<file path="src/rtl/dtc_pkg.sv">
// Shared constants and types for the timer channel.
// Assumes a 32-bit AHB-Lite register bus and a single 100 MHz system clock.
package dtc_pkg;

  localparam logic [7:0] DTC_MODE_OFS  = 8'h00;
  localparam logic [7:0] DTC_XMODE_OFS = 8'h04;
  localparam logic [7:0] DTC_EVENT_OFS = 8'h08;
  localparam logic [7:0] DTC_REF_OFS   = 8'h0C;
  localparam logic [7:0] DTC_CAPT_OFS  = 8'h10;
  localparam logic [7:0] DTC_COUNT_OFS = 8'h14;

  localparam int DTC_EV_CAPT_BIT = 0;
  localparam int DTC_EV_REF_BIT  = 1;

  typedef enum logic [1:0] {
    DTC_CLK_STOP,
    DTC_CLK_DIV1,
    DTC_CLK_DIV16,
    DTC_CLK_PIN
  } dtc_clk_sel_t;

  typedef enum logic [1:0] {
    DTC_EDGE_OFF,
    DTC_EDGE_RISE,
    DTC_EDGE_FALL,
    DTC_EDGE_ANY
  } dtc_edge_t;

  // Mode register, bit 0 upward: run, clock source, restart, irq enable,
  // output mode, capture edge, prescale
  typedef struct packed {
    logic [7:0]   prescale_value;
    dtc_edge_t    capture_edge;
    logic         output_mode_select;
    logic         reference_irq_enable;
    logic         restart_on_match;
    dtc_clk_sel_t clock_source;
    logic         enable_run;
  } dtc_mode_t;

  typedef struct packed {
    logic       dma_request_enable;
    logic [5:0] reserved;
    logic       half_word_increment;
  } dtc_xmode_t;

  localparam dtc_mode_t   DTC_MODE_RESET  = '0;
  localparam dtc_xmode_t  DTC_XMODE_RESET = '0;
  localparam logic [31:0] DTC_REF_RESET   = 32'hFFFF_FFFF;
  localparam logic [31:0] DTC_STEP_NORMAL = 32'h0000_0001;
  localparam logic [31:0] DTC_STEP_HALF   = 32'h0001_0001;
  localparam logic [3:0]  DTC_DIV16_LAST  = 4'hF;
  localparam logic        DTC_OUT_IDLE    = 1'b1;
  localparam logic [2:0]  DTC_HSIZE_WORD  = 3'h2;
  localparam int          DTC_HTRANS_BIT  = 1;

endpackage

</file>
<file path="src/rtl/dtc_pin_sync.sv">
// Two-flop synchroniser and edge detector for the timer input pin.
// Assumes the pin is asynchronous to i_sys_clk.
`timescale 1ns/100ps
module dtc_pin_sync (
  input  wire logic i_sys_clk,
  input  wire logic i_reset,
  input  wire logic i_pin,
  output logic      o_rise,
  output logic      o_fall
);

  logic meta_reg;
  logic sync_reg;
  logic last_reg;

  // First stage feeds only the second stage
  always_ff @(posedge i_sys_clk) begin
    if (i_reset) begin
      meta_reg <= 1'b0;
      sync_reg <= 1'b0;
      last_reg <= 1'b0;
    end else begin
      meta_reg <= i_pin;
      sync_reg <= meta_reg;
      last_reg <= sync_reg;
    end
  end

  // One edge at most per clock, from synchronised samples only
  assign o_rise = sync_reg & ~last_reg;
  assign o_fall = ~sync_reg & last_reg;

endmodule

</file>
<file path="src/rtl/dtc_timer.sv">
// Timer channel: counter, prescaler, reference compare, input capture,
// event flags and request outputs, with an AHB-Lite register slave.
// Assumes a single AHB-Lite master, one clock, synchronous reset.
//
// Decided for this implementation: the AHB-Lite slave port and the address map.
`timescale 1ns/100ps
// What this block does
// - Match fires after reference plus one ticks
// - Qualifying input edge copies counter to capture
// - Counter reads freely; any whole-word write clears it
// - Source is clock/1, clock/16 or pin
// - Input pin synchronised, two to three cycles
// - Prescaler divides by field value plus one
// - Edge setting selects trigger; capture sets flag
// - Capture flag requests DMA or interrupt
// - Reference match sets reference flag
// - Reference flag plus enable requests DMA/interrupt
// - Restart setting zeroes counter on match
// - Match pulses output low or toggles it
// - Setting run bit clears and starts counter
// - Step is 1 or 65537 per tick
// - Writing one clears a flag, zero keeps
// - DMA acknowledge clears both event flags
// - Flags set regardless of request enables
// - Half-word mode mirrors low half upward
module dtc_timer (
  input  wire logic        i_sys_clk,
  input  wire logic        i_reset,
  input  wire logic        i_hsel,
  input  wire logic [31:0] i_haddr,
  input  wire logic [1:0]  i_htrans,
  input  wire logic        i_hwrite,
  input  wire logic [2:0]  i_hsize,
  input  wire logic [31:0] i_hwdata,
  input  wire logic        i_hready,
  output logic             o_hreadyout,
  output logic             o_hresp,
  output logic [31:0]      o_hrdata,
  input  wire logic        i_timer_input_pin,
  input  wire logic        i_dma_ack,
  output logic             o_timer_output_pin,
  output logic             o_irq_req,
  output logic             o_dma_req
);

  import dtc_pkg::*;

  dtc_mode_t   timer_mode_reg;
  dtc_xmode_t  extended_mode_reg;
  logic [31:0] reference_value_reg;
  logic [31:0] capture_value_reg;
  logic [31:0] timer_count_reg;
  logic [31:0] timer_count_next;
  logic        capture_event_flag_reg;
  logic        reference_event_flag_reg;
  logic [3:0]  div16_reg;
  logic [7:0]  prescale_reg;
  logic        wr_pending_reg;
  logic [7:0]  wr_addr_reg;

  logic        pin_rise;
  logic        pin_fall;
  logic        src_tick;
  logic        count_tick;
  logic        reference_match;
  logic        capture_hit;
  logic        addr_phase;
  logic        addr_in_map;
  logic        mode_wr;
  logic        xmode_wr;
  logic        event_wr;
  logic        reference_wr;
  logic        count_wr;
  logic        capture_req;
  logic        reference_req;
  logic [31:0] step;
  logic [31:0] sum;

  // Register file read view
  function automatic logic [31:0] read_word(input logic [7:0] ofs);
    logic [31:0] word;
    word = 32'h0000_0000;
    unique case (ofs)
      DTC_MODE_OFS:  word = {16'h0000, timer_mode_reg};
      DTC_XMODE_OFS: word = {24'h00_0000, extended_mode_reg};
      DTC_EVENT_OFS: begin
        word[DTC_EV_CAPT_BIT] = capture_event_flag_reg;
        word[DTC_EV_REF_BIT]  = reference_event_flag_reg;
      end
      DTC_REF_OFS:   word = reference_value_reg;
      DTC_CAPT_OFS:  word = capture_value_reg;
      DTC_COUNT_OFS: word = timer_count_reg;
      default:       word = 32'h0000_0000;
    endcase
    return word;
  endfunction

  // Write strobe for one register in the data phase
  function automatic logic wr_hit(input logic [7:0] ofs);
    return wr_pending_reg && (wr_addr_reg == ofs);
  endfunction

  // Software clear of one event flag in a write data phase
  function automatic logic flag_clear(input int pos);
    return event_wr && i_hwdata[pos];
  endfunction

  dtc_pin_sync u_pin_sync (
    .i_sys_clk (i_sys_clk),
    .i_reset   (i_reset),
    .i_pin     (i_timer_input_pin),
    .o_rise    (pin_rise),
    .o_fall    (pin_fall)
  );

  // AHB-Lite slave: zero wait states, always OKAY
  assign addr_phase = i_hsel && i_hready && i_htrans[DTC_HTRANS_BIT];
  assign addr_in_map = (i_haddr[31:8] == 24'h00_0000);

  always_ff @(posedge i_sys_clk) begin
    if (i_reset) begin
      o_hreadyout <= 1'b0;
    end else begin
      o_hreadyout <= 1'b1;
    end
  end

  // Every transfer ends with an OKAY response
  always_ff @(posedge i_sys_clk) begin
    if (i_reset) begin
      o_hresp <= 1'b0;
    end else begin
      o_hresp <= 1'b0;
    end
  end

  // Only whole-word writes inside the map are performed
  always_ff @(posedge i_sys_clk) begin
    if (i_reset) begin
      wr_pending_reg <= 1'b0;
    end else if (i_hready) begin
      wr_pending_reg <= addr_phase && addr_in_map && i_hwrite &&
                        (i_hsize == DTC_HSIZE_WORD);
    end
  end

  always_ff @(posedge i_sys_clk) begin
    if (i_reset) begin
      wr_addr_reg <= 8'h00;
    end else if (addr_phase) begin
      wr_addr_reg <= i_haddr[7:0];
    end
  end

  // A read right behind a write still sees the old value
  always_ff @(posedge i_sys_clk) begin
    if (i_reset) begin
      o_hrdata <= 32'h0000_0000;
    end else if (addr_phase && !i_hwrite) begin
      o_hrdata <= addr_in_map ? read_word(i_haddr[7:0]) : 32'h0000_0000;
    end
  end

  assign mode_wr      = wr_hit(DTC_MODE_OFS);
  assign xmode_wr     = wr_hit(DTC_XMODE_OFS);
  assign event_wr     = wr_hit(DTC_EVENT_OFS);
  assign reference_wr = wr_hit(DTC_REF_OFS);
  assign count_wr     = wr_hit(DTC_COUNT_OFS);

  // Configuration registers
  always_ff @(posedge i_sys_clk) begin
    if (i_reset) begin
      timer_mode_reg <= DTC_MODE_RESET;
    end else if (mode_wr) begin
      timer_mode_reg <= dtc_mode_t'(i_hwdata[15:0]);
    end
  end

  always_ff @(posedge i_sys_clk) begin
    if (i_reset) begin
      extended_mode_reg <= DTC_XMODE_RESET;
    end else if (xmode_wr) begin
      extended_mode_reg.dma_request_enable  <= i_hwdata[7];
      extended_mode_reg.half_word_increment <= i_hwdata[0];
      extended_mode_reg.reserved            <= 6'h00;
    end
  end

  always_ff @(posedge i_sys_clk) begin
    if (i_reset) begin
      reference_value_reg <= DTC_REF_RESET;
    end else if (reference_wr) begin
      reference_value_reg <= i_hwdata;
    end
  end

  // Clock source and prescaler
  always_ff @(posedge i_sys_clk) begin
    if (i_reset || !timer_mode_reg.enable_run) begin
      div16_reg <= 4'h0;
    end else if (timer_mode_reg.clock_source == DTC_CLK_DIV16) begin
      div16_reg <= div16_reg + 4'h1;
    end
  end

  always_comb begin
    unique case (timer_mode_reg.clock_source)
      DTC_CLK_STOP:  src_tick = 1'b0;
      DTC_CLK_DIV1:  src_tick = 1'b1;
      DTC_CLK_DIV16: src_tick = (div16_reg == DTC_DIV16_LAST);
      DTC_CLK_PIN:   src_tick = pin_rise;
    endcase
  end

  always_ff @(posedge i_sys_clk) begin
    if (i_reset || !timer_mode_reg.enable_run) begin
      prescale_reg <= 8'h00;
    end else if (src_tick) begin
      if (prescale_reg == timer_mode_reg.prescale_value) begin
        prescale_reg <= 8'h00;
      end else begin
        prescale_reg <= prescale_reg + 8'h01;
      end
    end
  end

  assign count_tick = timer_mode_reg.enable_run && src_tick &&
                      (prescale_reg == timer_mode_reg.prescale_value);

  // A match is seen when the next increment is due at the reference value
  assign reference_match = count_tick && (timer_count_reg == reference_value_reg);

  // Counter
  assign step = extended_mode_reg.half_word_increment ? DTC_STEP_HALF
                                                      : DTC_STEP_NORMAL;
  assign sum  = timer_count_reg + step;

  always_comb begin
    timer_count_next = timer_count_reg;
    if (count_wr || !timer_mode_reg.enable_run) begin
      timer_count_next = 32'h0000_0000;
    end else if (reference_match && timer_mode_reg.restart_on_match) begin
      timer_count_next = 32'h0000_0000;
    end else if (count_tick) begin
      if (extended_mode_reg.half_word_increment) begin
        timer_count_next = {sum[15:0], sum[15:0]};
      end else begin
        timer_count_next = sum;
      end
    end
  end

  // Held at zero while stopped, so setting the run bit starts from zero
  always_ff @(posedge i_sys_clk) begin
    if (i_reset) begin
      timer_count_reg <= 32'h0000_0000;
    end else begin
      timer_count_reg <= timer_count_next;
    end
  end

  // Input capture
  always_comb begin
    unique case (timer_mode_reg.capture_edge)
      DTC_EDGE_OFF:  capture_hit = 1'b0;
      DTC_EDGE_RISE: capture_hit = pin_rise;
      DTC_EDGE_FALL: capture_hit = pin_fall;
      DTC_EDGE_ANY:  capture_hit = pin_rise | pin_fall;
    endcase
  end

  always_ff @(posedge i_sys_clk) begin
    if (i_reset) begin
      capture_value_reg <= 32'h0000_0000;
    end else if (capture_hit) begin
      capture_value_reg <= timer_count_reg;
    end
  end

  // Event flags: a new event wins over a clear in the same cycle
  always_ff @(posedge i_sys_clk) begin
    if (i_reset) begin
      capture_event_flag_reg <= 1'b0;
    end else if (capture_hit) begin
      capture_event_flag_reg <= 1'b1;
    end else if (i_dma_ack) begin
      capture_event_flag_reg <= 1'b0;
    end else if (flag_clear(DTC_EV_CAPT_BIT)) begin
      capture_event_flag_reg <= 1'b0;
    end
  end

  always_ff @(posedge i_sys_clk) begin
    if (i_reset) begin
      reference_event_flag_reg <= 1'b0;
    end else if (reference_match) begin
      reference_event_flag_reg <= 1'b1;
    end else if (i_dma_ack) begin
      reference_event_flag_reg <= 1'b0;
    end else if (flag_clear(DTC_EV_REF_BIT)) begin
      reference_event_flag_reg <= 1'b0;
    end
  end

  // Requests
  assign capture_req   = capture_event_flag_reg &&
                         (timer_mode_reg.capture_edge != DTC_EDGE_OFF);
  assign reference_req = reference_event_flag_reg &&
                         timer_mode_reg.reference_irq_enable;

  always_ff @(posedge i_sys_clk) begin
    if (i_reset) begin
      o_dma_req <= 1'b0;
    end else begin
      o_dma_req <= extended_mode_reg.dma_request_enable &&
                   (capture_req || reference_req);
    end
  end

  always_ff @(posedge i_sys_clk) begin
    if (i_reset) begin
      o_irq_req <= 1'b0;
    end else begin
      o_irq_req <= !extended_mode_reg.dma_request_enable &&
                   (capture_req || reference_req);
    end
  end

  // Output pin: one-cycle low pulse, or toggle
  always_ff @(posedge i_sys_clk) begin
    if (i_reset) begin
      o_timer_output_pin <= DTC_OUT_IDLE;
    end else if (reference_match) begin
      if (timer_mode_reg.output_mode_select) begin
        o_timer_output_pin <= ~o_timer_output_pin;
      end else begin
        o_timer_output_pin <= 1'b0;
      end
    end else if (!timer_mode_reg.output_mode_select) begin
      o_timer_output_pin <= DTC_OUT_IDLE;
    end
  end

endmodule

</file>
<file path="config.mk">
export PLATFORM = sky130hd
export DESIGN_NAME = dtc_timer
export DESIGN_NICKNAME = d
export VERILOG_FILES = /design/src/rtl/dtc_pkg.sv /design/src/rtl/dtc_pin_sync.sv /design/src/rtl/dtc_timer.sv
export SDC_FILE = /design/constraint.sdc
export NUM_CORES = 1
export LEC_CHECK = 0
export ABC_AREA = 1
export BUFFER_PORTS_ARGS = -buffer_cell sky130_fd_sc_hd__clkbuf_2
export CAP_MARGIN = 20
export CORE_ASPECT_RATIO = 0.75
export CORE_MARGIN = 1
export CORE_UTILIZATION = 59
export DETAILED_ROUTE_END_ITERATION = 6
export HOLD_SLACK_MARGIN = 0.05
export PLACE_DENSITY = 0.81
export SLEW_MARGIN = 5
export SYNTH_ARGS = -nofsm -noshare
export SYNTH_HDL_FRONTEND = slang
export SYNTH_HIERARCHICAL = 1
export SYNTH_SLANG_ARGS = --single-unit
</file>
<file path="constraint.sdc">
create_clock -name i_sys_clk -period 2.17 [get_ports i_sys_clk]
set_input_delay 0.3255 -clock i_sys_clk [delete_from_list [all_inputs] [get_ports i_sys_clk]]
set_output_delay 0.3255 -clock i_sys_clk [all_outputs]
set_load 0.1 [all_outputs]
</file>
Word-level counts from Yosys, hierarchy flattened
Cells that the tools add are included.
{ "classes": {"addsub": 3, "n_mul": 0, "n_div": 0, "n_lt_le_gt_ge": 0, "n_eq_ne": 20, "n_shift": 0, "mux": 18, "bitwise_logic": 6, "reduce_logical": 36} }
{ "op_table": {"columns": ["cell", "count"], "rows": [
  ["$pmux W30 S5", 1],
  ["$mux W32", 2],
  ["$add A32 B17 Y32", 1],
  ["$eq A32 B32 Y1", 1],
  ["$eq A8 B4 Y1 const B", 4],
  ["$eq A8 B5 Y1 const B", 3],
  ["$logic_not A24 Y1", 1],
  ["$logic_and A1 B1 Y1", 21],
  ["$mux W17", 1],
  ["$eq A8 B3 Y1 const B", 2],
  ["$logic_not A8 Y1", 2],
  ["$pmux W2 S6", 1],
  ["$mux W1", 10],
  ["$add A8 B1 Y8 const B", 1],
  ["$eq A2 B2 Y1 const B", 4],
  ["$eq A8 B8 Y1", 1],
  ["$mux W8", 1],
  ["$pmux W1 S4", 2],
  ["$reduce_bool A3 Y1", 2],
  ["$add A4 B1 Y4 const B", 1],
  ["$eq A2 B1 Y1 const B", 2],
  ["$eq A4 B4 Y1 const B", 1],
  ["$logic_not A2 Y1", 2],
  ["$eq A3 B2 Y1 const B", 1],
  ["8 further kinds", 15]
]} }
{ "totals": {"reg_bits": 176, "latch_bits": 0, "ram_bits": 0, "mem_bits_ro": 0, "inputBits": 76, "out_inout_bits": 37, "mem_count": 0} }

Longest topological paths before layout
{ "depth": {"depth_word": 8, "ltp_mapped": 13, "ltp_nobuf": 13} }

Modules after synthesis
Netlist, hierarchy kept.
{ "modules_own_cells": {"columns": ["mod", "instances", "cells_per_inst", "area_each_um2", "seq_area_each_um2"], "rows": [
  ["dtc_timer", 1, 1395, 9014.9, 3463.3],
  ["dtc_pin_sync", 1, 12, 93.8, 60.1]
]} }

Least setup slack after synthesis
No wires, ideal clock.
{ "synth_path": {"kind": "reg2reg", "from": "register div16_reg[0]", "to": "register timer_count_reg[18]", "setup_time_ns": 0.115, "arrival_time_ns": 1.524, "required_time_ns": 2.055, "path_slack_ns": 0.531, "path_stages_with_launch": 10, "n_path_buf": 1, "period_less_slack_ns": 1.639, "cell_sequence": "dfxtp_1 > ha_1 > nand3_1 > o21ai_2 > nand2_1 > nor3_4 > nand3_2 > buf_2 > nand3_1 > nor2_1"} }
{ "synth_via": {"elab_chain_len": 7} }
{ "synth_lines": {"columns": ["element", "line_no", "rtl"], "rows": [
  ["start, declared", "dtc_timer.sv:56", "logic [3:0] div16_reg;"],
  ["start signal, assigned", "dtc_timer.sv:202", "div16_reg <= div16_reg + 4'h1;"],
  ["$eq A4 B4 Y1 (*)", "dtc_timer.sv:210", "DTC_CLK_DIV16: src_tick = (div16_reg == DTC_DIV16_LAST);"],
  ["$pmux W1 S4 (*)", "dtc_timer.sv:207", "unique case (timer_mode_reg.clock_source)"],
  ["$logic_and A1 B1 Y1 (*) (2 in series)", "dtc_timer.sv:227", "assign count_tick = timer_mode_reg.enable_run && src_tick &&"],
  ["$logic_and A1 B1 Y1", "dtc_timer.sv:231", "assign reference_match = count_tick && (timer_count_reg == reference_value_reg);"],
  ["$logic_and A1 B1 Y1", "dtc_timer.sv:242", "end else if (reference_match && timer_mode_reg.restart_on_match) begin"],
  ["$reduce_or A3 Y1 (no source line)", null, null],
  ["end signal, assigned", "dtc_timer.sv:258", "timer_count_reg <= timer_count_next;"],
  ["end, declared", "dtc_timer.sv:52", "logic [31:0] timer_count_reg;"]
]} }
Mark *: on every way between the ends. The rest lies on a longest branch, timed or not.
A chain may end at the register's enable or synchronous reset.

Final worst setup path
{ "layout_path": {"from": "register div16_reg[0]", "to": "register timer_count_reg[11]"} }
Same word-level chain as after synthesis.

==> flow_summary.toml <==
[setup_path]
crit_family = "simple AND/OR/NAND/NOR gates"
cp.required_ns = 2.55
crit_buf_inv = 2
crit_fanout = 12
cp_common_cell = "nand2_1"
arrival_ns = 2.36
cp-start-kind = "flop"
cp-startpoint = "div16_reg[0]"
endpoint_kind = "flop"
cp_cell_sequence = "ha_1 > nand3_1 > o21ai_2 > nand2_1 > nor3_4 > buf_4 > nand2_1 > o21ai_0 > inv_1 > nor2_1"
critPathMaxStageDelay_ns = 0.37
cp_slowest_cell = "dfxtp_1"
r2r_start = "div16_reg[0]"
crit_type = "reg -> reg"

[power]
p_sw_mw = 1.60
p_clk_frac = 0.463
seqPwrFrac = 0.504
ir_drop_mv = 0.618
p_leak_nw = 4.53
p_int_mw = 4.83
p_per_area_nw_per_um2 = 610
p_sw_frac = 0.249
comb_power_share = 0.032

[synth]
synth_top_area_share = 0.387
syn_area_per_cell_um2 = 6.47
synth.most_common_cell = "nand2_1"
postSynthCellCount = 1407
synth_common_cells = "nand2_1 (396), nor2_1 (183), dfxtp_1 (176)"
syn_area_um2 = 9110
ys_ff_latch = 176
async_reset_ff_frac = 0
yosysTopAreaCell = "dfxtp_1"
synthDistinctLibCells = 40
synth_area_leaders = "dfxtp_1 (39%), nand2_1 (16%), nor2_1 (7.5%)"
synth-edff-count = 0
ys_dominant_reg_cell = "dfxtp_1"
synth.net_count = 1487
yosys_warnings = 6
seq_area_frac_synth = 0.387

[clock_tree]
cts.path.max_buffers = 2
cts_buffers = 17
clock_sinks = 176
cts_resized = 0
root_buffer = "clkbuf_16"
post_cts_buffers = 0
clk_pin_slew_ns = 0.08
cts_tree = "done"
htree_levels = 4
ctsHoldBuffers = 0
clk_latency_ns = 0.44

[sta]
tightest_slew_ns = 0.608
setup-tns-final_ns = 0
finalMaxSlewViolations = 0
slew-limit-headroom = 0.594
fmax_mhz = 504
finalCriticalPeriod_ns = 1.98
setup_violations = 0
skew_ns = 0.0132
fin_crit_sh = 0.913
rsz0062_at_grt = "no"
final_hold_viol_count = 0

[floorplan]
die-area_um2 = 15900
die_y_um = 110
fp.dieW_um = 145
initial_core_util = 0.616
core_um2 = 14800
ios = 113
rows = 38

[placed_design]
numPortBuffers = 110
gp_congestion = 0.950
dpl.cell_count = 1692
hpwl_um = 20100

[global_routing]
grtUsageTotal = 0.350
grt_max_degree = 84
grt_pass1_wl_um = 43200
grt_overflow = 0
grt_pass1_vias = 8406
antenna_found_initial = 0

[cells_and_area]
finalNonFillerCells = 1724
insertedDiodeCount = 0
final_core_util = 0.713
areaGrowthSynthToFinish_pct = 15.8
drive_gt1_frac = 0.131
finalNetCount = 1591

[drt]
firstDrtPassIters = 7
dr_wl_met2_um = 10900
wl_per_cell_um = 15.8
met1Wirelength_um = 12600
drt_iter0_markers = 1102
top_layer_used = "met4"
avgViaCountPerCell = 5.54
ant_nets = 0
vias = 9548
drc = 2
wl_um = 27200
met3_length_um = 3360

[hold_path]
hold_path.class = "in -> reg"
worstHoldStart = "i_timer_input_pin"

[outcome]
status = "finished with violations"
violations = "design-rule violations"

[run]
drv_cap = 0
==> routing by layer <==
layer  vias up  track usage
met5         -            0
met4         0       0.0857
met3        33        0.102
met2       480        0.510
met1      4296        0.504
li1       4739            -
==> per-stage QoR <==
step	hold WS, ns	instance area [um^2]	worst slack [ns]	total power [mW]
6_report	0.0803	10600	0.188	6.43
4_1_cts	0.0821	10600	0.221	6.43
2_1_floorplan	0.388	9110	0.531	3.42
3_3_place_gp	0.392	9980	0.234	3.52
5_1_grt	0.0901	10600	0.0219	6.59
3_5_place_dp	0.408	9980	0.182	3.52
==> cell type report <==
type / instances / area, um^2
Clock buffer: 17 / 425
Clock inverter: 15 / 143
Sequential cell: 176 / 3520
Inverter: 154 / 578
Multi-Input combinational cell: 1011 / 4700
Fill cell: 1310 / 4240
Timing Repair Buffer: 151 / 933
Tap cell: 200 / 250
==> logic make-up (layout without fill, tap and decap cells) <==
logic type | count (synthesis) | count (layout) | share of synthesized area
xor+xnor | 29 | 29 | 0.0279
fa+ha+maj | 4 | 4 | 0.00549
simple gates | 706 | 706 | 0.318
flops | 176 | 176 | 0.387
other cells | 1 | 1 | 0.000412
compound gates | 271 | 271 | 0.164
buf+inv | 220 | 337 | 0.0975
==> worst paths after layout <==
check                                           end  slack (ns)  depth (start not counted)
worst min-delay path            u_pin_sync/meta_reg        0.08                          3
worst min register to register  u_pin_sync/sync_reg        0.42                          2
worst max-delay path            timer_count_reg[11]        0.19                         10
worst max register to register  timer_count_reg[11]        0.19                         10
==> worst reg2reg max path: cells and delay by family (launching register included) <==
kind / cells / cell delay (ns)
flops: 1 / 0.37
compound gates: 2 / 0.34
fa+ha+maj: 1 / 0.17
buf+inv: 2 / 0.30
simple gates: 5 / 0.73
==> cell usage in the layout, fill, tap and decap left out, types with 3 or more instances in the layout <==
cell / instances
a211oi_1: 3
clkinvlp_4: 3
o22ai_1: 5
xor2_1: 29
o21ai_1: 5
clkbuf_16: 17
inv_6: 4
nor2_1: 183
ha_1: 4
inv_1: 148
nand2_1: 396
clkbuf_2: 110
o211ai_1: 24
nor2_4: 3
o221ai_1: 12
buf_12: 6
a21oi_1: 105
nor4_1: 3
nand4_1: 17
dfxtp_1: 176
inv_2: 5
inv_8: 3
nand3_1: 79
buf_4: 35
nor3_1: 10
and2_1: 3
o21ai_0: 111
==> power by group through the flow <==
stage | Combinational [mW] | Sequential (mW) | Clock (mW)
detailed placement | 0.203 | 3.32 | 0
floorplan | 0.0918 | 3.33 | 0
finish | 0.208 | 3.25 | 2.98
global route | 0.227 | 3.25 | 3.12
global placement | 0.200 | 3.32 | 0
CTS | 0.204 | 3.24 | 2.98
Power figures use the tool's default switching activity.
